File: config.mk
export PLATFORM = sky130hd
export DESIGN_NAME = tmr_device_flat
export DESIGN_NICKNAME = d
export VERILOG_FILES = /design/src/hdl/tmr_pkg.sv /design/src/hdl/tmr_link_if.sv /design/src/hdl/tmr_device.sv /design/src/flat_wrapper.sv
export SDC_FILE = /design/constraint.sdc
export NUM_CORES = 1
export LEC_CHECK = 0
export ABC_AREA = 1
export BUFFER_PORTS_ARGS = -buffer_cell sky130_fd_sc_hd__buf_2
export CORE_ASPECT_RATIO = 1.25
export CORE_UTILIZATION = 44
export CTS_CLUSTER_SIZE = 14
export DETAILED_ROUTE_END_ITERATION = 16
export PLACE_DENSITY = 0.6
export REMOVE_ABC_BUFFERS = 1
export SLEW_MARGIN = 20
export SYNTH_ARGS = -nofsm -noshare
export SYNTH_HDL_FRONTEND = slang
export SYNTH_SLANG_ARGS = --single-unit
File: constraint.sdc
create_clock -name REF_CLK -period 10.6 [get_ports REF_CLK]
set_clock_uncertainty 0.2 [all_clocks]
set_input_delay 0 -clock REF_CLK [delete_from_list [all_inputs] [get_ports REF_CLK]]
set_output_delay 0 -clock REF_CLK [all_outputs]
set_load 0.1 [all_outputs]
File: src/hdl/tmr_pkg.sv
// Operation
// - Binary default range, offset-by-64 extended range.
// - Default range clamps results to 0..127 degrees.
// - Next result after range change uses new format.
// - Write byte one loads pointer, byte two data.
// - Pointer powers up zero, reads return temperature.
// - Temperature register read-only, converter-written, resets zero.
// - Configuration read 0x03, written 0x09, resets zero.
// - Bit 7 masks alert unless secondary shutdown.
// - Bit 6 stops conversions; bus, outputs stay active.
// - Standby register writes re-evaluate alarm outputs.
// - Bit 5 selects alert or secondary shutdown.
// - Bit 2 selects default or extended range.
// - Rate read 0x04, written 0x0A, low nibble.
// - Codes 0..10 halve interval; above reserved.
// - Rate resets to 0x08; host keeps upper nibble zero.
// - High trips on greater, low on less-or-equal.
// - Shutdown above its limit; secondary above high.
// - One hysteresis for both shutdowns, resets 10.
// - Host rewrites limits after a range change.
// - Limits and hysteresis are readable and writable.
// - Twelve eight-bit registers in total.
// - Shutdown releases at limit minus hysteresis.
// - Violation flags latch alert; status read clears.
package tmr_pkg;

    // ****************************************************************
    // Register addresses on the link.
    // ****************************************************************
    localparam logic [7:0] RD_TEMP = 8'h00;
    localparam logic [7:0] RD_STATUS = 8'h02;
    localparam logic [7:0] RD_CONFIG = 8'h03;
    localparam logic [7:0] RD_RATE = 8'h04;
    localparam logic [7:0] RD_HIGH = 8'h05;
    localparam logic [7:0] RD_LOW = 8'h06;
    localparam logic [7:0] WR_CONFIG = 8'h09;
    localparam logic [7:0] WR_RATE = 8'h0a;
    localparam logic [7:0] WR_HIGH = 8'h0b;
    localparam logic [7:0] WR_LOW = 8'h0c;
    localparam logic [7:0] RW_SHUT_LIMIT = 8'h20;
    localparam logic [7:0] RW_HYST = 8'h21;
    localparam logic [7:0] RW_CONSEC = 8'h22;
    localparam logic [7:0] RD_MAKER_ID = 8'hfe;
    localparam logic [7:0] RD_REVISION = 8'hff;

    // ****************************************************************
    // Reset values.
    // ****************************************************************
    localparam logic [7:0] RST_PTR = 8'h00;
    localparam logic [7:0] RST_TEMP = 8'h00;
    localparam logic [7:0] RST_CONFIG = 8'h00;
    localparam logic [7:0] RST_RATE = 8'h08;
    localparam logic [7:0] RST_HIGH = 8'h55;
    localparam logic [7:0] RST_LOW = 8'h00;
    localparam logic [7:0] RST_SHUT_LIMIT = 8'h55;
    localparam logic [7:0] RST_HYST = 8'h0a;
    localparam logic [7:0] RST_CONSEC = 8'h01;
    // Identification values are arbitrary.
    localparam logic [7:0] MAKER_ID = 8'h5a;
    localparam logic [7:0] REVISION = 8'h01;

    // ****************************************************************
    // Field positions.
    // ****************************************************************
    localparam int CFG_ALERT_SUPPRESS_BIT = 7;
    localparam int CFG_STANDBY_BIT = 6;
    localparam int CFG_PIN_FUNCTION_SELECT = 5;
    localparam int CFG_RANGE_BIT = 2;
    localparam logic [7:0] CFG_USED_MASK = 8'he4;
    localparam int ST_HIGH_BIT = 6;
    localparam int ST_LOW_BIT = 5;
    localparam int ST_SHUT_BIT = 0;

    // ****************************************************************
    // Data format.
    // ****************************************************************
    localparam logic signed [10:0] EXT_OFFSET = 11'sd64;
    localparam logic signed [10:0] BIN_MAX = 11'sd127;
    localparam logic signed [10:0] EXT_MAX = 11'sd255;

    // ****************************************************************
    // Conversion pacing.
    // ****************************************************************
    localparam int CLK_PERIOD_NS = 5;
    localparam int FAST_INTERVAL_NS = 15_500_000;
    localparam int FAST_INTERVAL_CYC = FAST_INTERVAL_NS / CLK_PERIOD_NS;
    localparam logic [3:0] RATE_MAX_CODE = 4'h a;

    // ****************************************************************
    // Link operations.
    // ****************************************************************
    typedef enum logic [1:0] {
        OP_PTR = 2'h0,
        OP_WRITE = 2'h1,
        OP_READ = 2'h2,
        OP_NONE = 2'h3
    } tmr_op_e;

    // ****************************************************************
    // Host command port.
    // ****************************************************************
    localparam logic [7:0] HOST_CMD = 8'h00;
    localparam logic [7:0] HOST_STAT = 8'h04;
    localparam int CMD_ADDR_LSB = 0;
    localparam int CMD_DATA_LSB = 8;
    localparam int CMD_OP_LSB = 16;
    localparam int STAT_BUSY_BIT = 0;
    localparam int STAT_DATA_LSB = 8;

endpackage : tmr_pkg

File: src/hdl/tmr_link_if.sv
`timescale 1ns/1ps
// Byte-level register link between the host controller and the monitor.
interface tmr_link_if;
    logic valid;
    tmr_pkg::tmr_op_e op;
    logic [7:0] byte0;
    logic [7:0] byte1;
    logic ack;
    logic [7:0] rdata;

    modport dev (input valid, input op, input byte0, input byte1, output ack, output rdata);
    modport host (output valid, output op, output byte0, output byte1, input ack, input rdata);
endinterface : tmr_link_if

File: src/hdl/tmr_device.sv
`timescale 1ns/1ps
module tmr_device #(
    parameter int unsigned BASE_CYC = tmr_pkg::FAST_INTERVAL_CYC
) (
    tmr_link_if.dev lk,
    input wire logic REF_CLK,
    input wire logic RESET_N,
    input wire logic CE,
    input wire logic signed [9:0] SENSE_TEMP,
    output logic ALERT_OUT,
    output logic ALERT_OE,
    output logic SHUTDOWN_OUT,
    output logic SHUTDOWN_OE
);

    // ****************************************************************
    // Helper functions.
    // ****************************************************************

    // Converts a signed reading into the register code of the range.
    function automatic logic [7:0] tmr_format(input logic signed [9:0] t, input logic ext);
        logic signed [10:0] v;
        logic signed [10:0] top;
        v = ext ? (11'(t) + tmr_pkg::EXT_OFFSET) : 11'(t);
        top = ext ? tmr_pkg::EXT_MAX : tmr_pkg::BIN_MAX;
        if (v < 11'sd0) begin
            tmr_format = 8'h00;
        end else if (v > top) begin
            tmr_format = top[7:0];
        end else begin
            tmr_format = v[7:0];
        end
    endfunction : tmr_format

    // True once the reading has fallen to the limit minus hysteresis.
    function automatic logic tmr_released(input logic [7:0] t, input logic [7:0] lim,
                                          input logic [7:0] hyst);
        logic signed [9:0] th;
        th = signed'({2'b00, lim}) - signed'({2'b00, hyst});
        tmr_released = signed'({2'b00, t}) <= th;
    endfunction : tmr_released

    // ****************************************************************
    // Registers.
    // ****************************************************************
    logic [7:0] ptr_q;
    logic [7:0] temp_q;
    logic [7:0] cfg_q;
    logic [7:0] rate_q;
    logic [7:0] high_q;
    logic [7:0] low_q;
    logic [7:0] shut_lim_q;
    logic [7:0] hyst_q;
    logic [7:0] consec_q;
    logic hi_flag_q;
    logic lo_flag_q;
    logic shut_q;
    logic shut2_q;
    logic ack_q;
    logic [7:0] rdata_q;
    logic eval_q;
    logic [31:0] cnt_q;
    logic alert_oe_q;
    logic shut_oe_q;
    logic low_level_q;

    logic take;
    logic reg_wr;
    logic status_rd;
    logic standby;
    logic ext_range;
    logic pin_fn;
    logic [3:0] code;
    logic [31:0] interval;
    logic conv_done;
    logic [7:0] status;
    logic hi_cond;
    logic lo_cond;

    assign take = lk.valid & ~ack_q;
    assign reg_wr = take & (lk.op == tmr_pkg::OP_WRITE);
    assign status_rd = take & (lk.op == tmr_pkg::OP_READ) & (ptr_q == tmr_pkg::RD_STATUS);
    assign standby = cfg_q[tmr_pkg::CFG_STANDBY_BIT];
    assign ext_range = cfg_q[tmr_pkg::CFG_RANGE_BIT];
    assign pin_fn = cfg_q[tmr_pkg::CFG_PIN_FUNCTION_SELECT];
    assign hi_cond = temp_q > high_q;
    assign lo_cond = temp_q <= low_q;
    assign status = {1'b0, hi_flag_q, lo_flag_q, 4'h0, shut_q};

    // Reserved rate codes run at the fastest documented rate.
    assign code = (rate_q[3:0] > tmr_pkg::RATE_MAX_CODE) ? tmr_pkg::RATE_MAX_CODE : rate_q[3:0];
    assign interval = BASE_CYC << (tmr_pkg::RATE_MAX_CODE - code);
    assign conv_done = ~standby & (cnt_q >= interval - 32'd1);

    // Read multiplexer over the eleven readable registers.
    function automatic logic [7:0] tmr_read(input logic [7:0] a);
        unique case (a)
            tmr_pkg::RD_TEMP: tmr_read = temp_q;
            tmr_pkg::RD_STATUS: tmr_read = status;
            tmr_pkg::RD_CONFIG: tmr_read = cfg_q;
            tmr_pkg::RD_RATE: tmr_read = rate_q;
            tmr_pkg::RD_HIGH: tmr_read = high_q;
            tmr_pkg::RD_LOW: tmr_read = low_q;
            tmr_pkg::RW_SHUT_LIMIT: tmr_read = shut_lim_q;
            tmr_pkg::RW_HYST: tmr_read = hyst_q;
            tmr_pkg::RW_CONSEC: tmr_read = consec_q;
            tmr_pkg::RD_MAKER_ID: tmr_read = tmr_pkg::MAKER_ID;
            tmr_pkg::RD_REVISION: tmr_read = tmr_pkg::REVISION;
            default: tmr_read = 8'h00;
        endcase
    endfunction : tmr_read

    // ****************************************************************
    // Link handling.
    // ****************************************************************

    // Acknowledges each request for one cycle and returns read data.
    always_ff @(posedge REF_CLK) begin
        if (!RESET_N) begin
            ack_q <= 1'b0;
            rdata_q <= 8'h00;
        end else if (CE) begin
            ack_q <= take;
            if (take && lk.op == tmr_pkg::OP_READ) begin
                rdata_q <= tmr_read(ptr_q);
            end
        end
    end

    // The first byte of every write lands in the pointer.
    always_ff @(posedge REF_CLK) begin
        if (!RESET_N) begin
            ptr_q <= tmr_pkg::RST_PTR;
        end else if (CE && take && (lk.op == tmr_pkg::OP_PTR || lk.op == tmr_pkg::OP_WRITE)) begin
            ptr_q <= lk.byte0;
        end
    end

    // The second byte of a write goes to the register it addresses.
    always_ff @(posedge REF_CLK) begin
        if (!RESET_N) begin
            cfg_q <= tmr_pkg::RST_CONFIG;
            rate_q <= tmr_pkg::RST_RATE;
            high_q <= tmr_pkg::RST_HIGH;
            low_q <= tmr_pkg::RST_LOW;
            shut_lim_q <= tmr_pkg::RST_SHUT_LIMIT;
            hyst_q <= tmr_pkg::RST_HYST;
            consec_q <= tmr_pkg::RST_CONSEC;
        end else if (CE && reg_wr) begin
            unique case (lk.byte0)
                tmr_pkg::WR_CONFIG: cfg_q <= lk.byte1 & tmr_pkg::CFG_USED_MASK;
                tmr_pkg::WR_RATE: rate_q <= lk.byte1;
                tmr_pkg::WR_HIGH: high_q <= lk.byte1;
                tmr_pkg::WR_LOW: low_q <= lk.byte1;
                tmr_pkg::RW_SHUT_LIMIT: shut_lim_q <= lk.byte1;
                tmr_pkg::RW_HYST: hyst_q <= lk.byte1;
                tmr_pkg::RW_CONSEC: consec_q <= lk.byte1;
                default: ;
            endcase
        end
    end

    // ****************************************************************
    // Conversion pacing and result.
    // ****************************************************************

    // Interval counter; it holds at zero in standby.
    always_ff @(posedge REF_CLK) begin
        if (!RESET_N) begin
            cnt_q <= 32'h0;
        end else if (CE) begin
            if (standby || conv_done) begin
                cnt_q <= 32'h0;
            end else begin
                cnt_q <= cnt_q + 32'd1;
            end
        end
    end

    // Stores each result in the range selected when it completes.
    always_ff @(posedge REF_CLK) begin
        if (!RESET_N) begin
            temp_q <= tmr_pkg::RST_TEMP;
        end else if (CE && conv_done) begin
            temp_q <= tmr_format(SENSE_TEMP, ext_range);
        end
    end

    // Comparisons run after each result and after standby writes.
    always_ff @(posedge REF_CLK) begin
        if (!RESET_N) begin
            eval_q <= 1'b0;
        end else if (CE) begin
            eval_q <= conv_done | (standby & reg_wr);
        end
    end

    // ****************************************************************
    // Limit comparisons.
    // ****************************************************************

    // Shutdown channels trip above their limit and release with hysteresis.
    always_ff @(posedge REF_CLK) begin
        if (!RESET_N) begin
            shut_q <= 1'b0;
            shut2_q <= 1'b0;
        end else if (CE && eval_q) begin
            if (temp_q > shut_lim_q) begin
                shut_q <= 1'b1;
            end else if (tmr_released(temp_q, shut_lim_q, hyst_q)) begin
                shut_q <= 1'b0;
            end
            if (hi_cond) begin
                shut2_q <= 1'b1;
            end else if (tmr_released(temp_q, high_q, hyst_q)) begin
                shut2_q <= 1'b0;
            end
        end
    end

    // Violation flags latch; a status read clears them once in limit.
    always_ff @(posedge REF_CLK) begin
        if (!RESET_N) begin
            hi_flag_q <= 1'b0;
            lo_flag_q <= 1'b0;
        end else if (CE) begin
            if (eval_q && !pin_fn && hi_cond) begin
                hi_flag_q <= 1'b1;
            end else if (status_rd && !hi_cond) begin
                hi_flag_q <= 1'b0;
            end
            if (eval_q && !pin_fn && lo_cond) begin
                lo_flag_q <= 1'b1;
            end else if (status_rd && !lo_cond) begin
                lo_flag_q <= 1'b0;
            end
        end
    end

    // ****************************************************************
    // Open-drain pins.
    // ****************************************************************

    // Drives each pin low while its alarm is active.
    always_ff @(posedge REF_CLK) begin
        if (!RESET_N) begin
            alert_oe_q <= 1'b0;
            shut_oe_q <= 1'b0;
            low_level_q <= 1'b0;
        end else if (CE) begin
            alert_oe_q <= pin_fn ? shut2_q :
                ((hi_flag_q | lo_flag_q) & ~cfg_q[tmr_pkg::CFG_ALERT_SUPPRESS_BIT]);
            shut_oe_q <= shut_q;
            low_level_q <= 1'b0;
        end
    end

    assign lk.ack = ack_q;
    assign lk.rdata = rdata_q;
    assign ALERT_OUT = low_level_q;
    assign ALERT_OE = alert_oe_q;
    assign SHUTDOWN_OUT = low_level_q;
    assign SHUTDOWN_OE = shut_oe_q;

endmodule : tmr_device

File: src/flat_wrapper.sv
// flat-port wrapper written by rule: the top's interface ports become plain ports
module tmr_device_flat 
#(
    parameter int unsigned BASE_CYC = tmr_pkg::FAST_INTERVAL_CYC
)
  (REF_CLK, RESET_N, CE, SENSE_TEMP, ALERT_OUT, ALERT_OE, SHUTDOWN_OUT, SHUTDOWN_OE, lk_valid, lk_op, lk_byte0, lk_byte1, lk_ack, lk_rdata);
  tmr_link_if lk_i ();
  input wire logic REF_CLK;
  input wire logic RESET_N;
  input wire logic CE;
  input wire logic signed [9:0] SENSE_TEMP;
  output logic ALERT_OUT;
  output logic ALERT_OE;
  output logic SHUTDOWN_OUT;
  output logic SHUTDOWN_OE;
  input wire logic [$bits(lk_i.valid)-1:0] lk_valid;
  input wire logic [$bits(lk_i.op)-1:0] lk_op;
  input wire logic [$bits(lk_i.byte0)-1:0] lk_byte0;
  input wire logic [$bits(lk_i.byte1)-1:0] lk_byte1;
  output wire logic [$bits(lk_i.ack)-1:0] lk_ack;
  output wire logic [$bits(lk_i.rdata)-1:0] lk_rdata;
  assign lk_i.valid = lk_valid;
  assign lk_i.op = lk_op;
  assign lk_i.byte0 = lk_byte0;
  assign lk_i.byte1 = lk_byte1;
  assign lk_ack = lk_i.ack;
  assign lk_rdata = lk_i.rdata;
  tmr_device #(.BASE_CYC(BASE_CYC)) u_core (.lk(lk_i), .REF_CLK(REF_CLK), .RESET_N(RESET_N), .CE(CE), .SENSE_TEMP(SENSE_TEMP), .ALERT_OUT(ALERT_OUT), .ALERT_OE(ALERT_OE), .SHUTDOWN_OUT(SHUTDOWN_OUT), .SHUTDOWN_OE(SHUTDOWN_OE));
endmodule
* Yosys cells after proc, flatten, opt, wreduce, memory -nomap -nowiden
Cells that the tools add are included. W data, S select, Z words.
Storage, ports and cells: input bits 32, output and inout port bits 13, register bits after elaboration 116
Cells by class: eq/ne operators 19, magnitude comparators 9, add/sub/neg operators 6, mux-type cells 16, reduce and logical (&&, ||, !) cells 34, bitwise operators 12, shifts and indexed selects 1
Operators with widths (count):
- $pmux W8 S11 | 1
- $eq A8 B6 Y1 const B | 6
- $add A32 B1 Y32 const B | 1
- $eq A8 B4 Y1 const B | 4
- $ge A32 B32 Y1 | 1
- $mux W32 | 1
- $shl A22 B4 Y32 const A | 1
- $sub A32 B1 Y32 const B | 1
- $eq A8 B3 Y1 const B | 3
- $mux W8 | 3
- $reduce_and A2 Y1 | 12
- $le A9 B10 Y1 | 2
- $sub A8 B8 Y9 | 2
- $eq A8 B2 Y1 const B | 2
- $eq A8 B8 Y1 const B | 2
- $gt A8 B8 Y1 | 2
- $add A10 B8 Y11 const B | 1
- $gt A11 B11 Y1 | 1
- $logic_and A1 B1 Y1 | 11
- $lt A11 B1 Y1 const B | 1
- $mux W11 | 1
- $mux W1 | 9
- $le A8 B8 Y1 | 1
- $logic_not A8 Y1 | 1
- 12 further kinds | 27

* Depth between registers and ports, before layout
depth after elaboration 9, mapped depth 33, depth with buffers taken out 30

* Worst setup path before layout
OpenSTA, ideal clock, no wires.
path kind register to register, start reg u_core.rate_q[1], end reg u_core.temp_q[7], stages on the path, launching flop included 33, data arrival time 3.402 ns, buffers on the path 3, setup time 0.115 ns, slack 6.883 ns, required time 10.285 ns, cells stage by stage dfxtp_1 -> buf_6 -> nand2_1 -> nand2_1 -> nand2_1 -> nand2_2 -> inv_2 -> ha_1 -> inv_1 -> nand2_1 -> nand2_2 -> buf_6 -> nand2_2 -> nor2_2 -> inv_1 -> ha_1 -> inv_1 -> nor2_1 -> nand2_2 -> nor2_1 -> xnor2_1 -> ha_1 -> nand2_1 -> nor2_1 -> and2_1 -> nand2_1 -> nand3_1 -> nand2_1 -> nand2_1 -> buf_4 -> nand3_1 -> nand2_1 -> nor2_1
On the way: cells in the longest elaborated chain, start to end 8
Ends and longest elaborated chain:
- from (decl) | line tmr_device.sv:49 | logic [7:0] rate_q;
- from (signal assigned) | line tmr_device.sv:143 | rate_q <= tmr_pkg::RST_RATE;
- from (signal assigned) | line tmr_device.sv:152 | tmr_pkg::WR_RATE: rate_q <= lk.byte1;
- $gt A4 B4 Y1 | line tmr_device.sv:91 | assign code = (rate_q[3:0] > tmr_pkg::RATE_MAX_CODE) ? tmr_pkg::RATE_MAX_CODE : rate_q[3:0];
- $mux W4 * | line tmr_device.sv:91
- $sub A4 B4 Y4 * | line tmr_device.sv:92 | assign interval = BASE_CYC << (tmr_pkg::RATE_MAX_CODE - code);
- $shl A22 B4 Y32 * | line tmr_device.sv:92
- $sub A32 B1 Y32 * | line tmr_device.sv:93 | assign conv_done = ~standby & (cnt_q >= interval - 32'd1);
- $ge A32 B32 Y1 * | line tmr_device.sv:93
- $and A1 B1 Y1 * | line tmr_device.sv:93
- $logic_and A1 B1 Y1 * | line tmr_device.sv:184 | end else if (CE && conv_done) begin
- to (signal assigned) | line tmr_device.sv:183 | temp_q <= tmr_pkg::RST_TEMP;
- to (signal assigned) | line tmr_device.sv:185 | temp_q <= tmr_format(SENSE_TEMP, ext_range);
- to (decl) | line tmr_device.sv:47 | logic [7:0] temp_q;
Every way passes the cells marked *; elsewhere a longest branch is shown, timed or not. A chain may end at the register's enable or synchronous reset.

* Final worst setup path
start reg u_core.rate_q[1], end reg u_core.cnt_q[23]
On the way: cells in the longest elaborated chain, start to end 9
Ends and longest elaborated chain:
- $gt A4 B4 Y1 | line tmr_device.sv:91
- $mux W4 * | line tmr_device.sv:91
- $sub A4 B4 Y4 * | line tmr_device.sv:92
- $shl A22 B4 Y32 * | line tmr_device.sv:92
- $sub A32 B1 Y32 * | line tmr_device.sv:93
- $ge A32 B32 Y1 * | line tmr_device.sv:93
- $and A1 B1 Y1 * | line tmr_device.sv:93
- $logic_or A1 B1 Y1 * | line tmr_device.sv:172 | if (standby || conv_done) begin
- $mux W32 * | line tmr_device.sv:172
- to (signal assigned) | line tmr_device.sv:175 | cnt_q <= cnt_q + 32'd1;
- to (decl) | line tmr_device.sv:62 | logic [31:0] cnt_q;
Marked as above.

==> results.txt <==
status = finished clean
final setup vio count = 0
Core Util, Final = 52.8%
unrepaired setup endpoints after global routing = no
synth unique cells = 46
WL/cell = 16.5 µm
synth cell count leaders = 268 x nand2_1, 162 x inv_1, 148 x nor2_1, 116 x dfxtp_1, 95 x a21oi_1
fin nets = 1,480
router iterations before antenna repair = 5
Mapped Cells = 1,281
synth warn = 0
Clock Latency Late Sink = 0.43 ns
fin crit period = 4.40 ns
area grow syn2layout = 16.4%
post-CTS sizing = 0
crit-path max FO = 25
Clock Tree Root = clkbuf_16
CP Class = flop to flop
Initial Util = 45.4%
Setup crit start kind = flop
worst min-delay path category = input port to flop
period utilisation layout = 41.6%
top-count cell post-synth = nand2_1
H-Tree Depth = 4
Critical Path End Type = flop
worst-margin pin slew = 0.769 ns
largest net degree at the start of global routing = 55
drt drc = 0
#FFs+latches synth = 116
Post-synth EDFFs = 0
DRC marker count from the first detailed-route iteration = 524
Slew Limit Headroom = 48.5%
Synth area leader = dfxtp_1
Peak VDD IR = 0.000113 V
share of post-route cells with drive strength above 1 = 9.34%
CTS tree = built
vias per cell = 5.40
CTS buffer count = 17
crit-path most repeated cell = nand2_1
n_diodes = 0
GRT overflow = 0
# IOs = 45
slowest CP cell = dfxtp_1
ys flop type = dfxtp_1
Slew Viols, Final = 0
top cells by area, synth = dfxtp_1 27%, ha_1 13%, nand2_1 12%
sequential area share after synthesis = 27.0%
syn_area_per_cell = 6.70 µm²
# fillers = 1,932
WP data arrival = 4.50 ns
Leakage = 0.00462 µW
Die Area = 20,100 µm²
PwrDens = 112 nW/µm²
Clock Path Buffers = 2
dpl hpwl = 20,200 µm
remaining antenna violation count = 0
Maximum Capacitance Violations = 0
Routed WL = 26,400 µm
Synth top area share = 27.0%
number of global-route vias before repair = 8,053
Cell Area, Synth = 8590 µm²
first-pass GRT wire length = 42,000 µm
slowest stage delay, CP = 0.52 ns
gr usage total = 27.4%
FP Rows = 56
number of port buffers = 42
via count = 8,655
core area = 18,900 µm²
ys async rst share = 0%
post-CTS setup buffers = 0
FMAX = 227 MHz
DIE WIDTH = 127 µm
CTS sink count = 116
setup TNS = 0 ns
Worst EP required = 10.69 ns
die height = 158 µm
final hold violation count = 0
antenna violations before repair = 0
RePlAce Congestion = 0.951
clk slew on worst S/H paths = 0.05 ns
## worst paths after layout
check                                      start               end  slack (ns)  depth (start not counted)
worst max-delay path            u_core.rate_q[1]  u_core.cnt_q[23]        6.20                         29
worst min-delay path               SENSE_TEMP[6]  u_core.temp_q[6]        0.03                          6
worst max register to register  u_core.rate_q[1]  u_core.cnt_q[23]        6.20                         29
worst min register to register  u_core.rate_q[4]  u_core.rate_q[4]        0.25                          2
## metrics by stage
stage	std cells	power, µW	area, µm²	setup WS, ns	hold slack, ns
finish	1602	1120	9990	6.20	0.0328
global route	1602	1150	9990	5.67	0.0802
CTS	1602	1120	9990	6.20	0.0405
detailed placement	1526	513	8940	6.22	0.0578
global placement	1526	513	8940	6.33	0.0411
floorplan	1250	487	8420	6.75	-0.101
## repair_timing
action	CTS	global route
hold buffers	44	0
setup endpoints to repair	0	0
hold endpoints to repair	77	0
## metal layers
metal	wire (µm)	track usage, %	up-vias	share of wire (%)
li1	-	-	4401	-
met1	10900	30.7	3984	41
met2	13500	51.5	203	51
met3	978	3.41	67	3.7
met4	1020	12.5	0	3.9
met5	0	0	-	0
## final cells by class
type,count,area [µm²],share of cell area (%)
multi-input cells,960,5450,54.5
flip-flops and latches,116,2320,23.2
repair buffers,88,666,6.66
inverters,174,653,6.54
clock buffers,18,439,4.40
well taps,232,290,2.91
clock inverters,14,176,1.77
## power breakdown
group | internal (µW) | leakage, µW | switching (µW)
combinational | 23.9 | 0.00339 | 50.7
sequential | 439 | 0.000936 | 2.70
clock | 378 | 0.000297 | 224
## state kept, by name (all words and copies together), names as in the netlist
name,cells
u_core.consec_q,8
u_core.cnt_q,32
u_core.ALERT_OE,1
u_core.high_q,8
u_core.hi_flag_q,1
u_core.shut2_q,1
u_core.ptr_q,8
u_core.lk.ack,1
u_core.shut_q,1
u_core.hyst_q,8
u_core.low_q,8
u_core.shut_lim_q,8
u_core.rate_q,8
u_core.lo_flag_q,1
u_core.cfg_q,4
u_core.temp_q,8
u_core.SHUTDOWN_OE,1
u_core.lk.rdata,8
u_core.eval_q,1
## layout by cell type, fill, tap and decap left out, types with 3 or more instances in the layout
master           n
dfxtp_1        116
inv_1          162
nor2_4           6
nand2_2         14
o21a_1           3
buf_2           42
nand4_1         26
nand2_1        268
clkbuf_16       17
nor3_1          15
xnor2_1         17
a211oi_1        23
o21ai_0         71
o22ai_1          4
nand3b_1         5
dlygate4sd3_1   44
inv_2           10
o21ai_2          3
nand3_2          3
bufinv_16        3
o211ai_1        20
a21oi_1         95
nor2_1         148
ha_1            89
nor2_2           6
nor4_1           9
xor2_1          17
clkinv_4         5
nand3_1         92
## worst max-delay path: cells and delay by family (launching register included)
kind	cells	cell delay [ns]
DFF	1	0.52
xor gates and xnor gates	1	0.14
adders and majority gates	3	0.69
and+or+nand+nor	21	2.45
buffers and inverters	4	0.28
## kinds of logic (layout without fill, tap and decap cells)
kind of cell / after synthesis / after routing / share of synthesized area [%]
AND/OR/NAND/NOR: 601 / 601 / 31.0
adder cells (fa/ha/maj): 91 / 91 / 13.4
flip-flops: 116 / 116 / 27.0
AO/OA/AOI/OAI: 232 / 232 / 15.4
XOR/XNOR: 34 / 34 / 3.47
buffers and inverters: 206 / 294 / 9.57
other: 1 / 2 / 0.0437
No activity file was read; power rests on OpenSTA's default activity.
